--- config.mk ---
export PLATFORM = sky130hd
export DESIGN_NAME = line_error_counter_access
export DESIGN_NICKNAME = d
export VERILOG_FILES = /design/src/design/lcv_pkg.sv /design/src/design/line_error_counter_access.sv /design/src/design/lcv_counter.sv
export VERILOG_INCLUDE_DIRS = /design/src /design/src/design
export SDC_FILE = /design/constraint.sdc
export NUM_CORES = 1
export LEC_CHECK = 0
export BUFFER_PORTS_ARGS = -buffer_cell sky130_fd_sc_hd__buf_2
export CORE_ASPECT_RATIO = 1.1
export CORE_UTILIZATION = 45
export DETAILED_ROUTE_END_ITERATION = 8
export GPL_TIMING_DRIVEN = 0
export REMOVE_ABC_BUFFERS = 1
export SYNTH_ARGS = -nofsm -noshare
export SYNTH_HDL_FRONTEND = slang
export SYNTH_SLANG_ARGS = --single-unit
--- constraint.sdc ---
create_clock -name hclk -period 6.36 [get_ports hclk]
set_input_delay 0.636 -clock hclk [delete_from_list [all_inputs] [get_ports hclk]]
set_output_delay 0.636 -clock hclk [all_outputs]
set_load 0.01 [all_outputs]
--- src/design/lcv_cfg.svh ---
`ifndef LCV_CFG_SVH
`define LCV_CFG_SVH

// register indices; byte address is four times the index
`define LCV_IDX_SELECT 8'he5
`define LCV_IDX_CONTROL 8'he6
`define LCV_IDX_READOUT 8'he8

// reset values
`define LCV_SELECT_RST 8'h00
`define LCV_CONTROL_RST 8'h00

// select register fields
`define LCV_SEL_CODE_LSB 0
`define LCV_SEL_CODE_W 4
`define LCV_SEL_MONITOR_BIT 7

// control register fields
`define LCV_CTL_CLR_ONE_BIT 0
`define LCV_CTL_SNAP_ONE_BIT 1
`define LCV_CTL_BYTE_PICK_BIT 2
`define LCV_CTL_SNAP_ALL_BIT 3
`define LCV_CTL_CLR_ALL_BIT 4

// channel codes: first code maps to channel 0
`define LCV_CODE_FIRST 4'h1
`define LCV_CODE_LAST 4'he

// host hold of a clear bit: one microsecond of the 5 ns clock
`define LCV_CLEAR_HOLD_CYCLES 200

// counter geometry
`define LCV_CHANNELS 14
`define LCV_COUNT_W 16

`endif

--- src/design/lcv_pkg.sv ---
package lcv_pkg;

  typedef enum logic [1:0] {
    BUS_IDLE = 2'b01,
    BUS_RD_WAIT = 2'b10
  } bus_state_t;

  typedef logic [7:0] reg_byte_t;

endpackage : lcv_pkg

--- src/design/line_error_counter_access.sv ---
// Overview of operation
// - select codes 1..14 pick channels 0..13
// - one select drives snapshot, clear, readout
// - global clear bit zeroes every counter
// - global snapshot copies all fourteen counters together
// - spare bits writable, zero after reset
// - byte pick chooses low or high byte
// - per-channel snapshot copies only selected counter
// - readout shows chosen byte of selected copy
// - sixteen-bit counters saturate and flag overflow
`timescale 1ns/1ps
`include "lcv_cfg.svh"

module line_error_counter_access #(
  parameter int CHANNELS = `LCV_CHANNELS,
  parameter int COUNT_W = `LCV_COUNT_W,
  parameter int ADDR_W = 10
) (
  input wire logic hclk,
  input wire logic hresetn,
  input wire logic hsel,
  input wire logic [ADDR_W-1:0] haddr,
  input wire logic [1:0] htrans,
  input wire logic hwrite,
  input wire logic [2:0] hsize,
  input wire logic [31:0] hwdata,
  input wire logic hready,
  output logic [31:0] hrdata,
  output logic hreadyout,
  output logic hresp,
  input wire logic [CHANNELS-1:0] violation_event,
  output logic [CHANNELS-1:0] counter_overflow,
  output logic [CHANNELS-1:0] monitor_status
);

  // channel code to one-hot; code 1 is channel 0, so code 0 and the
  // codes above the last channel give all zero and no counter moves
  function automatic logic [CHANNELS-1:0] chan_onehot(
    input logic [3:0] code
  );
    logic [CHANNELS-1:0] hot;
    hot = '0;
    for (int i = 0; i < CHANNELS; i++) begin
      if (code == 4'(i + 1)) begin
        hot[i] = 1'b1;
      end
    end
    return hot;
  endfunction : chan_onehot

  // register index decode of a byte address; the indices count words,
  // not bytes, so each register sits at four times its index
  // and the two low address bits must be zero for a hit
  function automatic logic idx_hit(
    input logic [ADDR_W-1:0] addr,
    input logic [7:0] idx
  );
    return (addr[ADDR_W-1:2] == (ADDR_W-2)'(idx)) &&
      (addr[1:0] == 2'b00);
  endfunction : idx_hit

  // the readout port is one byte wide, so a counter is read in two
  // halves picked by the byte pick bit
  localparam int BYTE_W = 8;

  // ---------------------------------------------------------------------
  // bus slave state
  // ---------------------------------------------------------------------
  // wr_pend_q marks the data phase of a write that was taken; the
  // address waits in wr_addr_q until the data arrive
  lcv_pkg::bus_state_t bus_st_q;
  lcv_pkg::bus_state_t bus_st_d;
  logic wr_pend_q;
  logic wr_pend_d;
  logic [ADDR_W-1:0] wr_addr_q;
  logic [ADDR_W-1:0] wr_addr_d;
  logic [ADDR_W-1:0] rd_addr_q;
  logic [ADDR_W-1:0] rd_addr_d;
  logic [31:0] hrdata_d;
  logic hreadyout_d;
  logic addr_phase;

  // ---------------------------------------------------------------------
  // register state
  // ---------------------------------------------------------------------
  // both software registers keep all eight bits as written
  lcv_pkg::reg_byte_t select_q;
  lcv_pkg::reg_byte_t select_d;
  lcv_pkg::reg_byte_t control_q;
  lcv_pkg::reg_byte_t control_d;
  logic snap_one_prev_q;
  logic snap_all_prev_q;
  logic snap_one_prev_d;
  logic snap_all_prev_d;
  logic select_wr;
  logic control_wr;
  logic [CHANNELS-1:0] overflow_d;
  logic [CHANNELS-1:0] monitor_d;

  // ---------------------------------------------------------------------
  // counter control
  // ---------------------------------------------------------------------
  // per-channel strobes built from the two registers
  logic [3:0] chan_code;
  logic [CHANNELS-1:0] chan_hit;
  logic snap_one_pulse;
  logic snap_all_pulse;
  logic [CHANNELS-1:0] snap_vec;
  logic [CHANNELS-1:0] clr_vec;
  logic [CHANNELS-1:0] sat_vec;
  logic [COUNT_W-1:0] held [CHANNELS];
  logic [7:0] readout_byte_value;

  // address-phase qualifier and the channel picked by the select field
  assign addr_phase = hsel && htrans[1] && hready;
  assign chan_code = select_q[`LCV_SEL_CODE_LSB +: `LCV_SEL_CODE_W];
  assign chan_hit = chan_onehot(chan_code);

  // write strobes of the data phase, decoded once for the register
  // next-state logic
  assign select_wr = wr_pend_q && idx_hit(wr_addr_q, `LCV_IDX_SELECT);
  assign control_wr = wr_pend_q && idx_hit(wr_addr_q, `LCV_IDX_CONTROL);

  // snapshots fire on the rising edge of the stored bit, so one write
  // takes one copy even if software leaves the bit at one; a second
  // copy needs the bit written back to zero first
  always_comb begin
    snap_one_prev_d = control_q[`LCV_CTL_SNAP_ONE_BIT];
    snap_all_prev_d = control_q[`LCV_CTL_SNAP_ALL_BIT];
    snap_one_pulse = control_q[`LCV_CTL_SNAP_ONE_BIT] && !snap_one_prev_q;
    snap_all_pulse = control_q[`LCV_CTL_SNAP_ALL_BIT] && !snap_all_prev_q;
    snap_vec = {CHANNELS{snap_all_pulse}};
    if (snap_one_pulse) begin
      snap_vec = snap_vec | chan_hit;
    end
  end

  // clears are levels: counters stay at zero while the bit is held,
  // which is why the host must keep it high long enough; the channel
  // clear follows the select field, so moving the select while the bit
  // is high moves the clear to the new channel
  always_comb begin
    clr_vec = {CHANNELS{control_q[`LCV_CTL_CLR_ALL_BIT]}};
    if (control_q[`LCV_CTL_CLR_ONE_BIT]) begin
      clr_vec = clr_vec | chan_hit;
    end
  end

  // one counter and holding copy per channel; a global snapshot hits
  // every copy on the same edge, so the fourteen values are coherent,
  // and counting goes on while the copy is taken
  genvar g;
  generate
    for (g = 0; g < CHANNELS; g++) begin : g_chan
      lcv_counter #(
        .WIDTH(COUNT_W)
      ) u_counter (
        .hclk(hclk),
        .hresetn(hresetn),
        .violation(violation_event[g]),
        .clear(clr_vec[g]),
        .snapshot(snap_vec[g]),
        .held_q(held[g]),
        .saturated_q(sat_vec[g])
      );
    end
  endgenerate

  // readout mux; no channel selected reads as zero. only the holding
  // copies are read, so a count moving during the bus read cannot tear
  // the two bytes apart
  always_comb begin
    readout_byte_value = 8'h00;
    for (int i = 0; i < CHANNELS; i++) begin
      if (chan_hit[i]) begin
        if (control_q[`LCV_CTL_BYTE_PICK_BIT]) begin
          readout_byte_value = held[i][COUNT_W-1 -: BYTE_W];
        end else begin
          readout_byte_value = held[i][BYTE_W-1:0];
        end
      end
    end
  end

  // overflow flags and the monitor pin, which shows either the raw
  // violation activity or the saturation state per channel; both are
  // registered, so a select write never glitches the pins, at the cost
  // of one cycle of delay
  always_comb begin
    overflow_d = sat_vec;
    if (select_q[`LCV_SEL_MONITOR_BIT]) begin
      monitor_d = sat_vec;
    end else begin
      monitor_d = violation_event;
    end
  end

  // ---------------------------------------------------------------------
  // AHB-Lite slave: writes take no wait state, reads take one so the
  // read data come from a flop and always see the previous write
  // write: taken at edge 1, register updated at edge 2
  // read: ready low after edge 1, data and ready high after edge 2
  // hsize is not decoded: each register is one byte inside a word and
  // only whole-word transfers are expected
  // ---------------------------------------------------------------------
  always_comb begin
    bus_st_d = bus_st_q;
    wr_pend_d = 1'b0;
    wr_addr_d = wr_addr_q;
    rd_addr_d = rd_addr_q;
    hrdata_d = hrdata;
    hreadyout_d = 1'b1;
    case (bus_st_q)
      lcv_pkg::BUS_IDLE: begin
        if (addr_phase) begin
          if (hwrite) begin
            // only the address is kept; the data follow a cycle later
            wr_pend_d = 1'b1;
            wr_addr_d = haddr;
          end else begin
            // one stall cycle while the read word is built
            rd_addr_d = haddr;
            hreadyout_d = 1'b0;
            bus_st_d = lcv_pkg::BUS_RD_WAIT;
          end
        end
      end
      lcv_pkg::BUS_RD_WAIT: begin
        // unmapped reads return zero with an OKAY response
        // the word sees any write that landed in the cycle before
        hrdata_d = 32'h0000_0000;
        if (idx_hit(rd_addr_q, `LCV_IDX_SELECT)) begin
          hrdata_d = {24'h00_0000, select_q};
        end else if (idx_hit(rd_addr_q, `LCV_IDX_CONTROL)) begin
          hrdata_d = {24'h00_0000, control_q};
        end else if (idx_hit(rd_addr_q, `LCV_IDX_READOUT)) begin
          hrdata_d = {24'h00_0000, readout_byte_value};
        end
        hreadyout_d = 1'b1;
        bus_st_d = lcv_pkg::BUS_IDLE;
      end
      default: begin
        // an illegal state code returns to idle and drops the read
        bus_st_d = lcv_pkg::BUS_IDLE;
      end
    endcase
  end

  // register writes land in the data phase; spare bits are kept as
  // written, the readout register ignores writes
  always_comb begin
    select_d = select_q;
    control_d = control_q;
    if (select_wr) begin
      select_d = hwdata[7:0];
    end
    if (control_wr) begin
      control_d = hwdata[7:0];
    end
  end

  // bus flops; the response is registered too, so every bus output
  // leaves a flop
  always_ff @(posedge hclk or negedge hresetn) begin
    if (!hresetn) begin
      bus_st_q <= lcv_pkg::BUS_IDLE;
      wr_pend_q <= 1'b0;
      wr_addr_q <= '0;
      rd_addr_q <= '0;
      hrdata <= 32'h0000_0000;
      hreadyout <= 1'b1;
      hresp <= 1'b0;
    end else begin
      bus_st_q <= bus_st_d;
      wr_pend_q <= wr_pend_d;
      wr_addr_q <= wr_addr_d;
      rd_addr_q <= rd_addr_d;
      hrdata <= hrdata_d;
      hreadyout <= hreadyout_d;
      hresp <= 1'b0; // always OKAY
    end
  end

  // register and status flops; the edge detectors reset to the same
  // zero as the control bits, so no false snapshot follows reset
  always_ff @(posedge hclk or negedge hresetn) begin
    if (!hresetn) begin
      select_q <= `LCV_SELECT_RST;
      control_q <= `LCV_CONTROL_RST;
      snap_one_prev_q <= 1'b0;
      snap_all_prev_q <= 1'b0;
      counter_overflow <= '0;
      monitor_status <= '0;
    end else begin
      select_q <= select_d;
      control_q <= control_d;
      snap_one_prev_q <= snap_one_prev_d;
      snap_all_prev_q <= snap_all_prev_d;
      counter_overflow <= overflow_d;
      monitor_status <= monitor_d;
    end
  end

endmodule : line_error_counter_access

--- src/design/lcv_counter.sv ---
`timescale 1ns/1ps
`include "lcv_cfg.svh"

module lcv_counter #(
  parameter int WIDTH = `LCV_COUNT_W
) (
  input wire logic hclk,
  input wire logic hresetn,
  input wire logic violation,
  input wire logic clear,
  input wire logic snapshot,
  output logic [WIDTH-1:0] held_q,
  output logic saturated_q
);

  localparam logic [WIDTH-1:0] MAX_COUNT = {WIDTH{1'b1}};

  logic [WIDTH-1:0] count_q;
  logic [WIDTH-1:0] count_d;
  logic [WIDTH-1:0] held_d;
  logic saturated_d;

  // counting never pauses for a snapshot; clear beats an arriving violation
  always_comb begin
    count_d = count_q;
    if (clear) begin
      count_d = '0;
    end else if (violation && count_q != MAX_COUNT) begin
      count_d = count_q + {{(WIDTH-1){1'b0}}, 1'b1};
    end
    held_d = snapshot ? count_q : held_q;
    saturated_d = (count_d == MAX_COUNT);
  end

  // holding copy is separate so software reads a stable value
  always_ff @(posedge hclk or negedge hresetn) begin
    if (!hresetn) begin
      count_q <= '0;
      held_q <= '0;
      saturated_q <= 1'b0;
    end else begin
      count_q <= count_d;
      held_q <= held_d;
      saturated_q <= saturated_d;
    end
  end

endmodule : lcv_counter

==> reports/metrics.yaml, run 1 <==
setup_path:
  crit_path_top_delay_cell: "dfrtp_4"
  cp_common_cell: "buf_16"
  cp.arrival_ns: 4.33
  critPathCaptureType: "flop"
  cpLargestDelayFamily: "compound AO/OA/AOI/OAI gates"
  cp_cell_sequence: "buf_16 > buf_16 > mux2i_1 > o22ai_1 > nor3_1 > o2111ai_1 > a211o_1 > a222oi_1 > o21ai_0"
  cp_num_buf_inv: 2
  required_ns: 6.84
  startpoint_type: "flop"
  crit_fanout: 48
  max_stage_delay_ns: 0.84
  path_class: "reg -> reg"
clock_network:
  h-tree-depth: 2
  cts_resized: 0
  cts_tree: "done"
  clockBufferDepth: 3
  clkLatencyLatePin_ns: 0.62
  post-cts-setup-buffers: 0
  cts_buffers: 58
  cts.sinks: 540
  clk_pin_slew_worst_paths_ns: 0.06
  ctsRootBufferMaster: "clkbuf_16"
global_route:
  grt_start_max_net_pins: 124
  antenna_found_initial: 0
  grt.overflow.total: 0
  grt_pass1_vias: 18399
  grt_pass1_wl_um: 102000
  grt_use_total: 0.213
drt:
  dr.pass1.iters: 5
  viasPerCell: 5.66
  vias: 18462
  routedWlPerCell_um: 19.2
  dr.first_iter.drc_count: 1314
  ant_nets: 0
  routed_wl_um: 62700
  drcViolationCount: 0
placed_design:
  port_buffers: 74
  dp_hpwl_um: 43400
  dp_worst_setup_slack_ns: 2.66
  place_inst: 3155
  gp_congestion: 0.910
layout:
  most-common-layout-cells: "dfrtp_1, mux2_2, nor2_1"
  finalNetCount: 2544
  n_antenna_cell: 0
  nFillCells: 5162
  final_cells: 3262
  drive_gt1_frac: 0.198
  final_common_cell: "dfrtp_1"
  area_delta_synth_final_pct: 11.5
power:
  p_total_mw: 7.57
  ir_drop_mv: 0.183
  leakage_nw: 13.3
  powerDensity_nw_per_um2: 257
synthesis:
  synth.ff_latch_count: 540
  synth-edff-count: 0
  ys_types: 90
  synth-main-ff-cell: "dfrtp_1"
  yosysSeqAreaShare: 0.511
  synth_warnings: 0
  synth_cells: 2426
  syn_avg_cell_area_um2: 10.9
  synth_area_um2: 26400
  async_flop_share: 1.00
floorplanning:
  fp.dieH_um: 256
  dieArea_um2: 59700
  start_util: 0.458
  die-width_um: 233
  num_rows: 92
  ios: 128
  core_um2: 57700
outcome:
  status: "finished clean"
timing:
  fin_crit_sh: 0.605
  setup_viol: 0
  slew_violations: 0
  final_hold_viol_count: 0
  fin_hold_ws_ns: 0.226
  max_slew_margin: 0.131
  setup_tns_ns: 0
  fmax_ghz: 0.260
  fin_crit_ns: 3.85
  rsz0062_at_grt: "false"
  tightest_slew_ns: 1.29
  fin_ws_ns: 2.51
  skew_ns: 0.0236
flow_run:
  cap_violations: 0
worst_hold_path:
  min_path_type: "in -> reg"
worst reg2reg max path: cells and delay by family, from the launching register on:
kind | cells | cell delay (ns)
AOI/OAI and AO/OA | 5 | 1.23
buffers and inverters | 2 | 0.65
DFF | 1 | 0.84
muxes | 1 | 0.54
and+or+nand+nor | 1 | 0.45
Yosys cell counts (5+ instances only):
cell type,instances,share of area
nor2_1,257,0.036
nor4b_1,6,0.0020
a21o_1,15,0.0043
or3_1,19,0.0045
nor3_1,42,0.0080
nand4b_1,9,0.0030
nand4_1,73,0.017
o22ai_1,24,0.0057
and3_1,42,0.0099
and4b_1,5,0.0019
a21oi_1,85,0.016
buf_4,29,0.0082
nand3b_1,8,0.0023
xnor2_1,81,0.027
nor4_1,37,0.0088
o221ai_1,8,0.0027
a211o_1,5,0.0017
mux2i_1,107,0.041
or4_1,6,0.0017
a211oi_1,13,0.0037
and2_1,12,0.0028
nor2b_1,9,0.0021
nor3b_1,14,0.0040
nand2_1,171,0.024
and4_1,28,0.0093
nand2b_1,13,0.0031
dfrtp_1,538,0.51
o21ai_0,57,0.011
inv_1,33,0.0047
o31ai_1,5,0.0014
o2111ai_1,5,0.0017
ha_1,14,0.0066
a31oi_1,15,0.0035
mux2_2,262,0.11
clkbuf_1,61,0.0087
nand3_1,85,0.016
buf_2,32,0.0061
buf_1,5,0.00071
or2_2,9,0.0021
o211ai_1,5,0.0014
xor2_1,101,0.033
through the flow:
stage / area, um2 / util
after global routing: 29500 / 0.511
after global placement: 27200 / 0.471
after floorplan: 25900 / -
after CTS: 29500 / 0.511
after detailed placement: 27500 / 0.476
final: 29500 / 0.511
power breakdown:
part           internal, mW  switching, mW
Combinational         0.176          0.281
Clock                  2.09           1.40
Sequential             3.52         0.0955
registers in the layout (all words and copies together), names as in the netlist:
name,cells
bus_st_q,2
control_q,8
counter_overflow,14
g_chan.u_counter.count_q,224
g_chan.u_counter.held_q,224
g_chan.u_counter.saturated_q,14
hrdata,8
hreadyout,1
monitor_status,14
rd_addr_q,10
select_q,8
snap_all_prev_q,1
snap_one_prev_q,1
wr_addr_q,10
wr_pend_q,1
layer usage:
layer / vias up / part of all wire / track usage
met5: - / 0 / 0
met4: 0 / 0.030 / 0.0686
met3: 104 / 0.040 / 0.0354
met2: 357 / 0.47 / 0.334
met1: 9264 / 0.46 / 0.299
li1: 8737 / - / -
area by class of cell:
type | instances | area (um2) | share of cell area
clock inverters | 21 | 253 | 0.00857
inverters | 33 | 124 | 0.00420
flip-flops and latches | 540 | 13500 | 0.459
repair buffers | 85 | 606 | 0.0205
well taps | 752 | 941 | 0.0319
clock buffers | 85 | 1740 | 0.0589
multi-input cells | 1746 | 12300 | 0.417
worst paths after layout:
path | startpoint | to | slack (ns) | cells after the start
max | control_q[2] | hrdata[3] | 2.51 | 9
min | haddr[2] | wr_addr_q[2] | 0.23 | 3
max reg2reg | control_q[2] | hrdata[3] | 2.51 | 9
min reg2reg | g_chan[12].u_counter.saturated_q | counter_overflow[12] | 0.36 | 0
max in group asynchronous | hresetn | g_chan[2].u_counter.count_q[4] | 4.08 | 5
min in group asynchronous | hresetn | g_chan[13].u_counter.saturated_q | 0.44 | 2
kinds of logic (layout without fill, tap and decap cells):
| logic type | count (synthesis) | in the layout | share of synthesized area |
|---|---|---|---|
| simple gates | 875 | 875 | 0.172 |
| buf+inv | 164 | 224 | 0.0296 |
| other cells | 1 | 25 | 0.000142 |
| flops | 540 | 540 | 0.511 |
| compound gates | 281 | 281 | 0.0678 |
| xor+xnor | 182 | 182 | 0.0603 |
| mux | 369 | 369 | 0.152 |
| fa+ha+maj | 14 | 14 | 0.00663 |
what timing repair did:
action | in CTS | in global routing
endpoints found under the hold margin | 18 | 0
hold buffers | 1 | 0
endpoints found under the setup margin | 0 | 0
Note: power is estimated with default switching activity, not from simulation.
==> inputs of run 2 (changes only) <==
--- a/config.mk
+++ b/config.mk
@@ -6,6 +6,7 @@
 export SDC_FILE = /design/constraint.sdc
 export NUM_CORES = 1
 export LEC_CHECK = 0
+export ABC_AREA = 1
 export BUFFER_PORTS_ARGS = -buffer_cell sky130_fd_sc_hd__buf_2
 export CORE_ASPECT_RATIO = 1.1
 export CORE_UTILIZATION = 45
==> constraint.sdc (replaced) <==
create_clock -name hclk -period 3.2 [get_ports hclk]
set_input_delay 0.32 -clock hclk [delete_from_list [all_inputs] [get_ports hclk]]
set_output_delay 0.32 -clock hclk [all_outputs]
set_load 0.01 [all_outputs]
==> reports/metrics.yaml, run 2 <==
clock_network:
  ctsRootBufferMaster: "clkbuf_16"
  cts.sinks: 540
  clk_pin_slew_worst_paths_ns: 0.06
  h-tree-depth: 2
  cts_buffers: 59
  clkLatencyLatePin_ns: 0.63
  clockBufferDepth: 3
  cts_tree: "done"
synthesis:
  synth_cells: 3634
  yosysTopAreaCellShare: 0.472
  ys_types: 57
  synth-main-ff-cell: "dfrtp_1"
  ys_top_cells_by_count: "nand2_1, dfrtp_1, inv_1"
  async_flop_share: 1.00
  synthTopCellsByArea: "dfrtp_1, nand2_1, inv_1"
  yosysTopAreaCell: "dfrtp_1"
  synth.most_common_cell: "nand2_1"
  yosysSeqAreaShare: 0.474
  synth-edff-count: 0
  synth_area_um2: 28500
  synth_warnings: 0
  synth.ff_latch_count: 540
  syn_avg_cell_area_um2: 7.85
floorplanning:
  fp.dieH_um: 266
  num_rows: 96
  die-width_um: 242
  ios: 128
  start_util: 0.456
  dieArea_um2: 64400
  core_um2: 62600
timing:
  fin_crit_sh: 0.947
  final_hold_viol_count: 0
  setup_tns_ns: 0
  max_slew_margin: 0.234
  fmax_ghz: 0.330
  skew_ns: 0.0224
  fin_crit_ns: 3.03
  fin_hold_ws_ns: 0.0472
  rsz0062_at_grt: "true"
  tightest_slew_ns: 1.15
  slew_violations: 0
  fin_ws_ns: 0.169
  setup_viol: 0
placed_design:
  placed_cell_area_um2: 29500
  dp_hpwl_um: 49600
  dp_worst_setup_slack_ns: -0.455
  gp_congestion: 0.900
  port_buffers: 74
  place_inst: 4438
global_route:
  antenna_found_initial: 0
  grt_use_total: 0.224
  grt_pass1_wl_um: 117000
  grt.overflow.total: 0
  use_met3: 0.0267
  grt_start_max_net_pins: 117
  grt_pass1_vias: 22368
  top_usage_layer: "met2"
  grt_util_met1: 0.304
  met2_usage: 0.369
layout:
  final_common_cell: "nand2_1"
  multi_input_area_um2: 12400
  nFillCells: 6084
  fin_util: 0.510
  n_antenna_cell: 0
  drive_gt1_frac: 0.104
  final_cells: 4579
  area_delta_synth_final_pct: 11.8
  largestRegisters: "g_chan.u_counter.count_q (224), g_chan.u_counter.held_q (224)"
  postLayoutCellArea_um2: 31900
  finalNetCount: 3778
  register_area_um2: 13500
  most-common-layout-cells: "nand2_1, dfrtp_1, inv_1"
setup_path:
  startpoint_type: "flop"
  crit_fanout: 15
  critPathCaptureType: "flop"
  required_ns: 3.75
  path_class: "reg -> reg"
  cp.arrival_ns: 3.59
power:
  leakage_nw: 14.2
  ir_drop_mv: 0.441
  power_frac_comb: 0.108
  intPower_mw: 12.5
  p_total_mw: 16.9
  powerDensity_nw_per_um2: 531
  p_switching_mw: 4.48
  swShare: 0.264
  clockPowerShare: 0.410
  power_frac_seq: 0.483
drt:
  routed_wl_um: 70600
  viasPerCell: 5.00
  dr.first_iter.drc_count: 1585
  drcViolationCount: 0
  vias: 22900
  ant_nets: 0
  routedWlPerCell_um: 15.4
  dr.pass1.iters: 5
worst_hold_path:
  min_path_type: "in -> reg"
outcome:
  status: "finished clean"
flow_run:
  cap_violations: 0
run 2: cell count changes after synthesis, moves of 28 or more:
cell / previous run / this run
inv_1: 33 / 500
nand2_1: 171 / 827
o21ai_0: 57 / 235
and4_1: 28 / 0
mux2i_1: 107 / 0
nor2_1: 257 / 400
o211ai_1: 5 / 47
nand3_1: 85 / 169
inv_2: 0 / 37
a21oi_1: 85 / 178
xnor2_1: 81 / 20
and3_1: 42 / 8
mux2_2: 262 / 43
nor3_1: 42 / 86
run 2: metal layers:
metal	share of wire	wire [um]	up-vias
met5	0	0	-
met2	0.47	33500	358
li1	-	-	11664
met3	0.034	2390	110
met1	0.46	32700	10768
met4	0.029	2020	0
run 2: layout make-up:
type                    instances  share of cell area
repair buffers                116              0.0299
flip-flops and latches        540               0.424
clock inverters                28             0.00965
inverters                     542              0.0645
clock buffers                  81              0.0521
multi-input cells            2439               0.387
well taps                     833              0.0327
run 2: logic make-up after synthesis:
kind of cell / after synthesis / share of synthesized area
DFF: 540 / 0.474
AOI/OAI and AO/OA: 537 / 0.103
buffers and inverters: 679 / 0.0980
xor gates and xnor gates: 139 / 0.0427
muxes: 43 / 0.0170
other: 1 / 0.000131
adders and majority gates: 14 / 0.00614
and+or+nand+nor: 1681 / 0.259
run 2: path summary, 6_finish.rpt:
kind / from / to / slack [ns] / cells after the start
min reg2reg: g_chan[3].u_counter.saturated_q / counter_overflow[3] / 0.37 / 0
max: control_q[0] / g_chan[5].u_counter.saturated_q / 0.17 / 9
max in group asynchronous: hresetn / g_chan[8].u_counter.count_q[7] / 1.34 / 5
max reg2reg: control_q[0] / g_chan[5].u_counter.saturated_q / 0.17 / 9
min in group asynchronous: hresetn / counter_overflow[1] / 0.11 / 2
min: violation_event[9] / monitor_status[9] / 0.05 / 2
run 2: critical path, stage by stage (launching register included):
cell     delay [ns]
dfrtp_1        0.41
inv_1          0.84
o21ai_1        0.66
inv_2          0.31
nand3_1        0.13
nor3_1         0.20
nand3_1        0.09
nor2_1         0.10
nand3_1        0.07
nor2_1         0.14
run 2: power by group through the flow:
stage	registers, mW	clock network (mW)	logic (mW)
after floorplan	8.19	0	1.24
after global placement	8.31	0	1.72
after detailed placement	8.30	0	1.80
after CTS	8.18	7.11	1.84
after global routing	8.30	7.36	2.15
final	8.18	6.94	1.82
run 2: repair_timing:
action / 4_1_cts / 5_1_grt
buffers inserted: 0 / 1
hold buffers: 30 / 0
resized for setup: 7 / 7
hold endpoints to repair: 259 / 0
setup endpoints to repair: 19 / 8
==> inputs of run 3 (changes only) <==
--- a/config.mk
+++ b/config.mk
@@ -9,10 +9,12 @@
 export ABC_AREA = 1
 export BUFFER_PORTS_ARGS = -buffer_cell sky130_fd_sc_hd__buf_2
 export CORE_ASPECT_RATIO = 1.1
-export CORE_UTILIZATION = 45
+export CORE_UTILIZATION = 56
 export DETAILED_ROUTE_END_ITERATION = 8
 export GPL_TIMING_DRIVEN = 0
+export PLACE_DENSITY = 0.76
 export REMOVE_ABC_BUFFERS = 1
 export SYNTH_ARGS = -nofsm -noshare
 export SYNTH_HDL_FRONTEND = slang
 export SYNTH_SLANG_ARGS = --single-unit
+export TNS_END_PERCENT = 30
==> reports/metrics.yaml, run 3 (synthesized netlist as in run 2, its figures left out) <==
outcome:
  status: "finished clean"
clock_network:
  cts_tree: "done"
  clkLatencyLatePin_ns: 0.62
  clk_pin_slew_worst_paths_ns: 0.06
  cts_buffers: 57
  ctsRootBufferMaster: "clkbuf_16"
  clockBufferDepth: 3
  h-tree-depth: 2
  cts.sinks: 540
drt:
  drcViolationCount: 0
  ant_nets: 0
  vias: 23292
  viasPerCell: 5.30
  dr.pass1.iters: 8
  dr.first_iter.drc_count: 1972
  routedWlPerCell_um: 15.5
  routed_wl_um: 68300
global_route:
  antenna_found_initial: 0
  grt_pass1_wl_um: 110000
  grt.overflow.total: 0
  grt_pass1_vias: 21719
  grt_use_total: 0.265
  grt_start_max_net_pins: 124
setup_path:
  critPathCaptureType: "flop"
  crit_fanout: 14
  required_ns: 3.74
  cp.arrival_ns: 3.73
  path_class: "reg -> reg"
  startpoint_type: "flop"
timing:
  final_hold_viol_count: 0
  fmax_ghz: 0.314
  slew_violations: 0
  fin_crit_sh: 0.995
  fin_ws_ns: 0.0153
  tightest_slew_ns: 1.26
  skew_ns: 0.0206
  setup_tns_ns: 0
  max_slew_margin: 0.158
  fin_crit_ns: 3.18
  setup_viol: 0
  rsz0062_at_grt: "true"
layout:
  largestRegisters: "g_chan.u_counter.count_q (224), g_chan.u_counter.held_q (224)"
  drive_gt1_frac: 0.101
  n_antenna_cell: 0
  final_common_cell: "nand2_1"
  most-common-layout-cells: "nand2_1, dfrtp_1, inv_1"
  final_cells: 4397
  fin_util: 0.628
  area_delta_synth_final_pct: 10.4
  finalNetCount: 3772
floorplanning:
  fp.dieH_um: 239
  num_rows: 86
  dieArea_um2: 51800
  start_util: 0.569
  die-width_um: 217
  ios: 128
  core_um2: 50100
placed_design:
  dp_worst_setup_slack_ns: -0.462
  dp_hpwl_um: 47000
  place_inst: 4263
  gp_congestion: 0.909
  port_buffers: 74
power:
  powerDensity_nw_per_um2: 532
  leakage_nw: 14.2
  ir_drop_mv: 0.428
  p_total_mw: 16.8
worst_hold_path:
  min_path_type: "in -> reg"
flow_run:
  cap_violations: 0
==> run 3: cell count changes in the layout (fill, tap and decap cells not counted), sizes merged <==
cell	previous run	this run
clkinvlp	6	3
dlygate4sd3	30	26
clkinv	18	13
clkbuf	81	85
inv	541	540
==> run 3: final cells by class <==
cell class	count	area, um2
tap	660	826
inverter	542	2050
timing repair buffer	112	882
fill	4385	18600
clock inverter	19	229
sequential	540	13500
clock buffer	85	1660
multi-input combinational	2439	12300
==> run 3: what timing repair did <==
item,4_1_cts,5_1_grt
setup buffers,1,1
hold endpoints to repair,130,0
setup endpoints to repair,15,17
resized for setup,5,6
hold buffers,26,0
==> run 3: report_power, final <==
part / total, mW / switching, mW / leakage, nW / internal (mW)
clock network: 6.74 / 2.76 / 0.930 / 3.98
logic: 1.83 / 1.15 / 6.11 / 0.676
registers: 8.20 / 0.463 / 7.13 / 7.74
==> run 3: final timing paths <==
kind | from | endpoint | slack, ns | cells after the start
min in group asynchronous | hresetn | monitor_status[1] | 0.30 | 2
setup / recovery | control_q[0] | g_chan[12].u_counter.saturated_q | 0.02 | 9
hold reg to reg | g_chan[2].u_counter.saturated_q | counter_overflow[2] | 0.37 | 0
setup reg to reg | control_q[0] | g_chan[12].u_counter.saturated_q | 0.02 | 9
hold / removal | violation_event[10] | monitor_status[10] | 0.02 | 2
max in group asynchronous | hresetn | g_chan[11].u_counter.saturated_q | 1.24 | 4
==> run 3: routing by layer <==
layer	up-vias	GRT usage	wire, um
met5	-	0	0
met4	0	0.106	2410
met3	142	0.0392	3500
met2	566	0.443	33100
met1	10952	0.345	29400
li1	11632	-	-
==> run 3: stage by stage <==
stage | hold slack [ns] | cell area (um2)
after global placement | 0.351 | 29100
final | 0.0174 | 31500
after CTS | 0.00193 | 31500
after floorplan | 0.0244 | 27900
after detailed placement | 0.360 | 29300
after global routing | 0.0176 | 31500
==> run 3: worst max-delay path: stages, from the launching register on <==
cell and delay, ns:
dfrtp_1 0.40, inv_1 0.92, o21ai_1 0.61, inv_1 0.43, nand3_1 0.15, nor2_1 0.13
nand3_1 0.09, nor2_1 0.13, nand4_1 0.09, nor2_1 0.14
